### config.mk
export PLATFORM = sky130hd
export DESIGN_NAME = adc_readout
export DESIGN_NICKNAME = d
export VERILOG_FILES = /design/src/hw/adc_readout_pkg.sv /design/src/hw/sclk_if.sv /design/src/hw/sclk_gen.sv /design/src/hw/adc_readout.sv
export SDC_FILE = /design/constraint.sdc
export NUM_CORES = 1
export LEC_CHECK = 0
export ABC_AREA = 1
export BUFFER_PORTS_ARGS = -buffer_cell sky130_fd_sc_hd__buf_2
export CAP_MARGIN = 20
export CORE_ASPECT_RATIO = 0.75
export CORE_UTILIZATION = 40
export CTS_CLUSTER_DIAMETER = 120
export CTS_CLUSTER_SIZE = 8
export DETAILED_ROUTE_END_ITERATION = 7
export SLEW_MARGIN = 20
export SYNTH_ARGS = -nofsm -noshare
export SYNTH_HDL_FRONTEND = slang
export SYNTH_SLANG_ARGS = --single-unit
export TNS_END_PERCENT = 20
### constraint.sdc
create_clock -name clk_i -period 7.75 [get_ports clk_i]
set_input_delay 0.775 -clock clk_i [delete_from_list [all_inputs] [get_ports clk_i]]
set_output_delay 0.775 -clock clk_i [all_outputs]
set_load 0.01 [all_outputs]
### src/hw/adc_readout_pkg.sv
// Constants for the serial readout timing block
package adc_readout_pkg;
  localparam int unsigned CLK_HZ = 125_000_000;
  localparam int unsigned MOD_MIN_HZ = 500_000;
  localparam int unsigned MOD_MAX_HZ = 20_000_000;
  // Half modulator period in system cycles, bounded so the modulator rate stays in range
  localparam int unsigned HALF_MIN_INT = (CLK_HZ + 2 * MOD_MAX_HZ - 1) / (2 * MOD_MAX_HZ);
  localparam int unsigned HALF_MAX_INT = CLK_HZ / (2 * MOD_MIN_HZ);
  localparam logic [7:0] HALF_MIN = 8'(HALF_MIN_INT);
  localparam logic [7:0] HALF_MAX = 8'(HALF_MAX_INT);

  // Register byte offsets
  localparam logic [7:0] OFS_CTRL = 8'h00;
  localparam logic [7:0] OFS_MOD_HALF = 8'h04;
  localparam logic [7:0] OFS_PERIOD = 8'h08;
  localparam logic [7:0] OFS_RESULT = 8'h0c;
  localparam logic [7:0] OFS_STATUS = 8'h10;

  // Control fields
  localparam int CTRL_ENABLE = 0;
  localparam int CTRL_RATE = 1;
  localparam int CTRL_DIVIDE = 2;
  localparam int CTRL_POLARITY = 3;
  localparam int CTRL_DEC32 = 4;
  localparam int CTRL_CHAIN_LSB = 8;
  localparam int CTRL_CHAIN_W = 4;

  // Reset values
  localparam logic [31:0] CTRL_RESET = 32'h0000_0100;
  localparam logic [7:0] MOD_HALF_RESET = 8'h04;
  localparam logic [15:0] PERIOD_RESET = 16'h0040;
  localparam logic [31:0] RESULT_RESET = 32'h0000_0000;

  // Frame timing in serial clock periods
  localparam logic [15:0] PERIOD_MIN = 16'h0040;
  localparam logic [15:0] WORD_BITS = 16'h0020;
  localparam logic [15:0] LAST_BIT = 16'h001f;
  localparam logic [15:0] READY_END = 16'h0001;
  localparam logic [15:0] CHAIN_FIRST = 16'h0011;
endpackage

### src/hw/sclk_if.sv
// Link between readout control and serial clock generator
`timescale 1ns/100ps
interface sclk_if;
  logic run;
  logic [8:0] phase_len;
  logic sco;
  logic rise;
  logic fall;
  modport gen (input run, input phase_len, output sco, output rise, output fall);
  modport user (output run, output phase_len, input sco, input rise, input fall);
endinterface

### src/hw/sclk_gen.sv
// Serial clock generator built from the modulator clock phase length
`timescale 1ns/100ps
module sclk_gen (
  // Clock and reset
  input wire logic clk_i,
  input wire logic rst_i,
  // Clock link
  sclk_if.gen lnk
);
  logic [8:0] cnt;
  logic sco;
  logic rise;
  logic fall;
  wire phase_end = (cnt >= lnk.phase_len - 9'h001);

  always_ff @(posedge clk_i) begin
    if (rst_i || !lnk.run) begin
      cnt <= 9'h000;
      sco <= 1'b0;
      rise <= 1'b0;
      fall <= 1'b0;
    end else begin
      cnt <= phase_end ? 9'h000 : cnt + 9'h001;
      sco <= phase_end ? ~sco : sco;
      rise <= phase_end && !sco;
      fall <= phase_end && sco;
    end
  end

  assign lnk.sco = sco;
  assign lnk.rise = rise;
  assign lnk.fall = fall;
endmodule

### src/hw/adc_readout.sv
// Serial readout timing of the converter output port with a Wishbone register file
//
// Register access over Wishbone and the register offsets were left to the implementer.
`timescale 1ns/100ps
module adc_readout (
  // System
  input wire logic clk_i,
  input wire logic rst_i,
  // Wishbone slave
  input wire logic cyc_i,
  input wire logic stb_i,
  input wire logic we_i,
  input wire logic [7:0] adr_i,
  input wire logic [3:0] sel_i,
  input wire logic [31:0] dat_i,
  output logic [31:0] dat_o,
  output logic ack_o,
  // Serial port pins
  input wire logic frame_sync_in_i,
  input wire logic serial_data_in_i,
  output logic serial_clock_o,
  output logic result_ready_out_o,
  output logic frame_sync_out_o,
  output logic chain_marker_out_o,
  output logic serial_data_out_o
);
  sclk_if lnk ();

  logic [31:0] ctrl;
  logic [7:0] mod_half;
  logic [15:0] period;
  logic [31:0] result;
  logic [15:0] frames;
  logic ack;
  logic [31:0] rdata;

  // Register access
  wire req = cyc_i && stb_i && !ack;
  wire wr = req && we_i;
  wire [31:0] wmask = {{8{sel_i[3]}}, {8{sel_i[2]}}, {8{sel_i[1]}}, {8{sel_i[0]}}};
  wire hit_ctrl = (adr_i == adc_readout_pkg::OFS_CTRL);
  wire hit_half = (adr_i == adc_readout_pkg::OFS_MOD_HALF);
  wire hit_period = (adr_i == adc_readout_pkg::OFS_PERIOD);
  wire hit_result = (adr_i == adc_readout_pkg::OFS_RESULT);
  wire hit_status = (adr_i == adc_readout_pkg::OFS_STATUS);
  wire [31:0] next_ctrl = (ctrl & ~wmask) | (dat_i & wmask);
  wire [31:0] half_word = {24'h000000, mod_half};
  wire [31:0] next_half_word = (half_word & ~wmask) | (dat_i & wmask);
  wire [31:0] period_word = {16'h0000, period};
  wire [31:0] next_period_word = (period_word & ~wmask) | (dat_i & wmask);
  wire [31:0] next_result = (result & ~wmask) | (dat_i & wmask);

  // Mode fields
  wire enable = ctrl[adc_readout_pkg::CTRL_ENABLE];
  wire rate_sel = ctrl[adc_readout_pkg::CTRL_RATE];
  wire divide_sel = ctrl[adc_readout_pkg::CTRL_DIVIDE];
  wire polarity_sel = ctrl[adc_readout_pkg::CTRL_POLARITY];
  wire dec32 = ctrl[adc_readout_pkg::CTRL_DEC32];
  wire [adc_readout_pkg::CTRL_CHAIN_W-1:0] chain_count =
    ctrl[adc_readout_pkg::CTRL_CHAIN_LSB +: adc_readout_pkg::CTRL_CHAIN_W];

  // Modulator half period, held inside its legal range
  wire [7:0] half_eff = (mod_half < adc_readout_pkg::HALF_MIN) ? adc_readout_pkg::HALF_MIN :
    (mod_half > adc_readout_pkg::HALF_MAX) ? adc_readout_pkg::HALF_MAX : mod_half;
  wire fast = rate_sel && !divide_sel;
  assign lnk.phase_len = fast ? {1'b0, half_eff} : {half_eff, 1'b0};
  assign lnk.run = enable;

  sclk_gen u_sclk (
    .clk_i(clk_i),
    .rst_i(rst_i),
    .lnk(lnk)
  );

  // Edge roles: when polarity_sel is set, the pin inversion below turns these into swapped pin edges
  wire launch = lnk.rise;
  wire sample = lnk.fall;
  wire fso_forced_low = dec32 && !(rate_sel && !divide_sel);

  // Pin synchronisers
  logic fsi_meta;
  logic fsi_sync;
  logic fsi_prev;
  logic sdi_meta;
  logic sdi_sync;

  always_ff @(posedge clk_i) begin
    if (rst_i) begin
      fsi_meta <= 1'b1;
      fsi_sync <= 1'b1;
      sdi_meta <= 1'b0;
      sdi_sync <= 1'b0;
    end else begin
      fsi_meta <= frame_sync_in_i;
      fsi_sync <= fsi_meta;
      sdi_meta <= serial_data_in_i;
      sdi_sync <= sdi_meta;
    end
  end

  // Frame sync input request, held until the next launch edge
  logic resync;
  always_ff @(posedge clk_i) begin
    if (rst_i) begin
      fsi_prev <= 1'b1;
      resync <= 1'b0;
    end else begin
      fsi_prev <= fsi_sync;
      if (fsi_prev && !fsi_sync) begin
        resync <= 1'b1;
      end else if (launch) begin
        resync <= 1'b0;
      end
    end
  end

  // Serial period counter
  logic [15:0] cnt;
  logic [31:0] shreg;
  logic result_ready_out;
  logic frame_sync_out;
  logic cmark;
  logic serial_data_out;
  logic active;

  wire [15:0] period_eff = (period < adc_readout_pkg::PERIOD_MIN) ?
    adc_readout_pkg::PERIOD_MIN : period;
  wire wrap = (cnt >= period_eff - 16'h0001) || resync;
  wire [15:0] next_cnt = wrap ? 16'h0000 : cnt + 16'h0001;
  wire [15:0] chain_off = next_cnt - adc_readout_pkg::CHAIN_FIRST;
  wire chain_hit = (next_cnt >= adc_readout_pkg::CHAIN_FIRST) && (chain_off[3:0] == 4'h0) &&
    (chain_off[15:4] < {8'h00, chain_count});
  wire in_word = (next_cnt < adc_readout_pkg::WORD_BITS);
  wire [31:0] next_shreg = (next_cnt == 16'h0000) ? result : {shreg[30:0], 1'b0};

  always_ff @(posedge clk_i) begin
    if (rst_i || !enable) begin
      cnt <= 16'hffff;
      shreg <= 32'h0000_0000;
      result_ready_out <= 1'b1;
      frame_sync_out <= 1'b1;
      cmark <= 1'b1;
      serial_data_out <= 1'b0;
      active <= 1'b0;
    end else begin
      if (launch) begin
        cnt <= next_cnt;
        shreg <= next_shreg;
        result_ready_out <= (next_cnt != 16'h0000);
        cmark <= !chain_hit;
        serial_data_out <= in_word ? next_shreg[31] : sdi_sync;
        if (next_cnt == 16'h0000) begin
          frame_sync_out <= 1'b0;
          active <= 1'b1;
        end
      end
      if (sample && cnt == adc_readout_pkg::LAST_BIT) begin
        frame_sync_out <= 1'b1;
      end
      if (fso_forced_low) begin
        frame_sync_out <= 1'b0;
      end
    end
  end

  // Registers
  always_ff @(posedge clk_i) begin
    if (rst_i) begin
      ctrl <= adc_readout_pkg::CTRL_RESET;
      mod_half <= adc_readout_pkg::MOD_HALF_RESET;
      period <= adc_readout_pkg::PERIOD_RESET;
      result <= adc_readout_pkg::RESULT_RESET;
    end else if (wr) begin
      if (hit_ctrl) begin
        ctrl <= next_ctrl;
      end
      if (hit_half) begin
        mod_half <= next_half_word[7:0];
      end
      if (hit_period) begin
        period <= next_period_word[15:0];
      end
      if (hit_result) begin
        result <= next_result;
      end
    end
  end

  always_ff @(posedge clk_i) begin
    if (rst_i || !enable) begin
      frames <= 16'h0000;
    end else if (launch && next_cnt == 16'h0000) begin
      frames <= frames + 16'h0001;
    end
  end

  wire [31:0] status_word = {frames, 12'h000, result_ready_out, frame_sync_out, active, lnk.sco};
  wire [31:0] read_mux = hit_ctrl ? ctrl : hit_half ? half_word : hit_period ? period_word :
    hit_result ? result : hit_status ? status_word : 32'h0000_0000;

  always_ff @(posedge clk_i) begin
    if (rst_i) begin
      ack <= 1'b0;
      rdata <= 32'h0000_0000;
    end else begin
      ack <= req;
      rdata <= (req && !we_i) ? read_mux : rdata;
    end
  end

  assign ack_o = ack;
  assign dat_o = rdata;
  assign serial_clock_o = lnk.sco ^ polarity_sel;
  assign result_ready_out_o = result_ready_out;
  assign frame_sync_out_o = frame_sync_out;
  assign chain_marker_out_o = cmark;
  assign serial_data_out_o = serial_data_out;
endmodule

==> results of run 1 <==
kinds of logic after synthesis:
group / Yosys count / synth area share [%]
other: 1 / 0.03471
and+or+nand+nor: 585 / 23.75
xor gates and xnor gates: 35 / 2.838
adders and majority gates: 33 / 3.822
AOI/OAI and AO/OA: 371 / 20.34
DFF: 207 / 38.36
buffers and inverters: 297 / 10.85
Yosys cell counts (2+ instances only):
cell type | n | area (µm²)
o21bai_1 | 2 | 15.01
nand2_1 | 294 | 1104
buf_1 | 2 | 7.510
nor3_1 | 15 | 75.07
nor4_1 | 9 | 56.30
nand4_1 | 17 | 106.4
clkbuf_1 | 52 | 195.2
o221ai_1 | 9 | 78.83
nand3_2 | 6 | 60.06
inv_2 | 7 | 26.28
nand3_1 | 102 | 510.5
nand3b_1 | 3 | 22.52
ha_1 | 33 | 412.9
buf_2 | 7 | 35.03
o211ai_2 | 27 | 337.8
nand2_2 | 6 | 37.54
a211oi_1 | 6 | 45.04
o22ai_1 | 12 | 75.07
a31oi_1 | 6 | 37.54
a21oi_1 | 165 | 825.8
nor2_1 | 104 | 390.4
nor3b_1 | 3 | 22.52
xor2_1 | 28 | 245.2
xnor2_1 | 7 | 61.31
o21ai_0 | 114 | 570.6
or2_2 | 10 | 62.56
buf_4 | 3 | 22.52
dfxtp_1 | 207 | 4144
inv_1 | 221 | 829.6
buf_6 | 5 | 56.30
a22oi_1 | 3 | 22.52
o2111ai_1 | 2 | 17.52
nor2_2 | 11 | 68.82
o211ai_1 | 10 | 75.07
nor2_4 | 3 | 33.78
a221oi_1 | 3 | 26.28
o21ai_1 | 9 | 45.04
power by group:
| part | switching, mW | total [mW] | internal, mW |
|---|---|---|---|
| registers | 0.00524 | 1.08 | 1.07 |
| clock network | 0.443 | 1.09 | 0.649 |
| logic | 0.0475 | 0.0700 | 0.0225 |
through the flow:
step | hold WS, ps | cell area (µm²) | total power [mW] | setup slack, ps
global route | 436.3 | 12200 | 2.312 | 1650
CTS | 399.0 | 12190 | 2.262 | 2269
detailed placement | 392.5 | 11460 | 1.169 | 2320
finish | 397.5 | 12200 | 2.241 | 2244
floorplan | 388.3 | 10800 | 1.129 | 3195
global placement | 396.5 | 11460 | 1.168 | 2510
worst max-delay path: cells and delay by family (launching register included):
| family | cells | cell delay [ps] |
|---|---|---|
| AO/OA/AOI/OAI | 2 | 250 |
| XOR/XNOR | 1 | 80 |
| adder cells (fa/ha/maj) | 2 | 480 |
| buffers and inverters | 5 | 840 |
| flip-flops | 1 | 360 |
| AND/OR/NAND/NOR | 19 | 3350 |
placed cells by master (no fill, tap or decap), types with 9 or more instances in the layout:
| master | count |
|---|---|
| inv_1 | 220 |
| nor4_1 | 9 |
| buf_4 | 12 |
| nor2_2 | 13 |
| ha_1 | 33 |
| nand4_1 | 17 |
| o21ai_1 | 9 |
| nor3_1 | 15 |
| clkbuf_16 | 29 |
| or2_2 | 10 |
| dfxtp_1 | 207 |
| o22ai_1 | 12 |
| o211ai_1 | 10 |
| nor2_1 | 102 |
| o21ai_0 | 114 |
| nand2_1 | 294 |
| xor2_1 | 28 |
| a21oi_1 | 165 |
| buf_2 | 88 |
| nand3_1 | 102 |
| o221ai_1 | 9 |
| o211ai_2 | 27 |
metal layers:
metal	routed length (µm)	vias up	GRT usage [%]	share of wire [%]
met3	2461	36	4.344	7.5
met5	0	-	0	0
met2	12940	342	33.10	39
met1	16990	4784	37.50	52
met4	483	0	5.013	1.5
li1	-	5146	-	-
cell type report:
cell class | instances | area [µm²]
tap | 344 | 430.4
inverter | 228 | 857.1
clock buffer | 30 | 729.5
multi-input combinational | 1025 | 5497
timing repair buffer | 101 | 541.8
sequential | 207 | 4144
fill | 2664 | 14030
worst max path at each step:
stage                    from                 end  depth (start not counted)
detailed placement  flip-flop           frames[5]                         29
global route        flip-flop           frames[4]                         29
floorplan           flip-flop  chain_marker_out_o                         36
finish              flip-flop           frames[5]                         29
global placement    flip-flop           frames[5]                         29
CTS                 flip-flop           frames[5]                         29
==> impl_metrics.toml, run 1 <==
[grt]
grt_pass1_wl_um = 51740
grt_pass1_vias = 9288
grt_remaining_overflow = 0
grt_start_max_net_pins = 65
grt_usage_pct = 23.92
antenna_found_initial = 0

[clock_tree]
clkLatencyLatePin_ps = 540
cts-root-buf = "clkbuf_16"
ctsHoldBuffers = 0
cts.sinks = 207
cts_max_path_buffers = 3
postCtsSetupBuffers = 0
cts_made_buffers = 29
cts_resized = 0
cts_tree = "built"
clkSlewWorstSetupHoldPaths_ps = 50
htreeDepth = 1

[worst_setup_path]
reg2reg_slack_ps = 2240
worst-endpoint-required_ps = 8170
crit_top_cell = "nand2_1"
end_kind = "flip-flop"
r2r_cells = 29
path_class = "reg -> reg"
cp_slowest_cell = "nand3_2"
cp-start-kind = "flip-flop"
cp_slowest_stage_delay_ps = 600
worstPathArrival_ps = 5920
critPathMaxFanout = 25
worst_r2r_endpoint = "frames[5]"

[timing]
finalClockSkew_ps = 13.97
max_slew_margin_pct = 26.00
hold_viol = 0
tightestPinTransition_ps = 1107
drv_slew = 0
max_freq_mhz = 181.6
period_share_pct = 71.04
final.min_clock_period_ps = 5506
tns_ps = 0
rsz0062_at_grt = "no"
setup_viol = 0

[drt]
detail-route-antenna-nets = 0
drtIter0Drc = 963
drt_wl_total_um = 32870
drc = 0
vias = 10310
wl_per_cell_um = 16.99
first_pass_iters = 7
vias_per_cell = 5.327

[place]
gp_congestion = 0.9533
dp.cells = 1904
dp_hpwl_um = 23880
port_buffers = 88

[floorplanning]
start_util_pct = 41.19
dieWidth_um = 191.8
die_y_um = 144.3
die-area_mm2 = 0.02767
io-pin-count = 89
core_mm2 = 0.02623
row_count = 51

[synthesis]
ys_seq_elements = 207
synthArstFlopShare_pct = 0
synthesis.nets = 1613
yosysUniqueCellTypes = 43
syn_area_per_cell_um2 = 7.065
synth_warnings = 0
synth_edf_count = 0
syn_area_mm2 = 0.01080
yosysSeqAreaShare_pct = 38.36
synth_flop_cell = "dfxtp_1"
netlist_instances = 1529

[worst_hold_path]
hold_path.class = "reg -> reg"
holdCritStartpoint = "sdi_meta"
hold_end = "sdi_sync"
min_path_cells = 2

[finish]
drive_gt1_share_pct = 12.95
num_antenna_cells = 0
finalNonFillerCells = 1935
num-nets-final = 1676
final_util_pct = 46.52
syn_to_final_growth_pct = 12.93

[power]
vdd_drop_max_mv = 0.1562
p_leak_nw = 5.434
power_density_mw_per_mm2 = 183.7

[run]
drv_cap = 0

[run_status]
outcome = "completed"
(Power assumes the default switching activity.)
==> inputs of run 2 (changes only) <==
clock period = 4.4 ns   (was 7.75 ns; I/O delays follow)
==> impl_metrics.toml, run 2 (same netlist as run 1, synthesis figures left out) <==
[run_status]
outcome = "complete, but fails checks"
failed_checks = "setup timing"

[grt]
grt_remaining_overflow = 0
grt_usage_pct = 24.61
antenna_found_initial = 0
grt_pass1_vias = 9603
grt_start_max_net_pins = 82
grt_pass1_wl_um = 53350

[finish]
multi_input_area_mm2 = 0.005764
ff_latch_area_mm2 = 0.004148
fillerInstances = 2576
drive_gt1_share_pct = 19.64
syn_to_final_growth_pct = 21.45
final_cell_area_mm2 = 0.01312
num_antenna_cells = 0
num-nets-final = 1755
finalNonFillerCells = 2014
most-common-layout-cells = "nand2_1, inv_1, dfxtp_1, a21oi_1, o21ai_0"
final_common_cell = "nand2_1"
final_util_pct = 50.03

[floorplanning]
die-area_mm2 = 0.02767
dieWidth_um = 191.8
row_count = 51
core_mm2 = 0.02623
start_util_pct = 41.19
io-pin-count = 89
die_y_um = 144.3

[timing]
finalClockSkew_ps = 11.30
max_slew_margin_pct = 31.41
rsz0062_at_grt = "yes"
final.min_clock_period_ps = 4465
hold_viol = 0
tightestPinTransition_ps = 1026
drv_slew = 0
period_share_pct = 101.5
max_freq_mhz = 224.0
fin_ws_ps = -65.10
setup_viol = 1

[worst_setup_path]
cp-start-kind = "flip-flop"
end_kind = "flip-flop"
cp_slowest_stage_delay_ps = 310
critPathMaxFanout = 8
crit_top_cell = "nand2_1"
path_class = "reg -> reg"
worst-endpoint-required_ps = 4820
worstPathArrival_ps = 4890
cp_slowest_cell = "dfxtp_2"

[drt]
first_pass_iters = 6
vias_per_cell = 5.300
wl_per_cell_um = 16.98
detail-route-antenna-nets = 0
drt_wl_total_um = 34200
vias = 10680
drc = 0
drtIter0Drc = 984

[clock_tree]
cts_made_buffers = 29
htreeDepth = 1
ctsHoldBuffers = 0
cts-root-buf = "clkbuf_16"
clkLatencyLatePin_ps = 530
cts.sinks = 207
cts_max_path_buffers = 3
clkSlewWorstSetupHoldPaths_ps = 60
cts_tree = "built"

[power]
power_density_mw_per_mm2 = 300.3
vdd_drop_max_mv = 0.2759
p_leak_nw = 5.883
power_mw = 3.940

[worst_hold_path]
hold_path.class = "in -> reg"

[place]
dpl_cell_area_mm2 = 0.01197
dp.cells = 1965
dp_hpwl_um = 24740
gp_congestion = 0.9130
port_buffers = 88

[run]
drv_cap = 0
## run 2: routing by layer
metal | track usage [%] | share of wire [%] | up-vias
li1 | - | - | 5305
met1 | 38.42 | 50 | 4953
met2 | 34.22 | 40 | 367
met3 | 4.562 | 8.3 | 50
met4 | 5.054 | 1.6 | 0
met5 | 0 | 0 | -
## run 2: what timing repair did
item | in CTS | in global routing
pin swaps | 16 | 36
endpoints found under the setup margin | 50 | 52
buffers inserted | 9 | 10
gates resized for setup | 23 | 39
## run 2: worst paths after layout
check | from | to | slack [ps] | depth (start not counted)
setup / recovery | flip-flop | chain_marker_out_o | -70 | 35
hold / removal | frame_sync_in_i | fsi_meta | 100 | 2
setup reg to reg | flip-flop | chain_marker_out_o | -70 | 35
hold reg to reg | sdi_meta | sdi_sync | 400 | 2
## run 2: area by class of cell
type	instances	share of cell area (%)
clock buffer	30	5.560
inverter	228	6.590
multi-input combinational	1025	43.93
sequential	207	31.61
tap	344	3.281
timing repair buffer	180	9.022
## run 2: through the flow
step	hold slack, ps	setup slack (ps)	setup TNS [ps]
floorplan	388.3	-75.72	-75.72
global placement	392.0	-219.6	-289.9
detailed placement	392.4	-351.2	-4729
CTS	76.58	-63.19	-63.19
global route	83.67	-409.1	-6136
finish	99.02	-65.10	-65.10
## run 2: power by group
part	switching, mW	total, mW	internal, mW
clock network	0.772	1.92	1.15
logic	0.0849	0.125	0.0397
registers	0.00833	1.90	1.89
total	0.865	3.94	3.08
## run 2: worst max-delay path: cells and delay by family, from the launching register on
kind,cells,cell delay (ps)
AO/OA/AOI/OAI,5,470
XOR/XNOR,1,130
adder cells (fa/ha/maj),3,590
buffers and inverters,3,220
flip-flops,1,310
AND/OR/NAND/NOR,23,2630
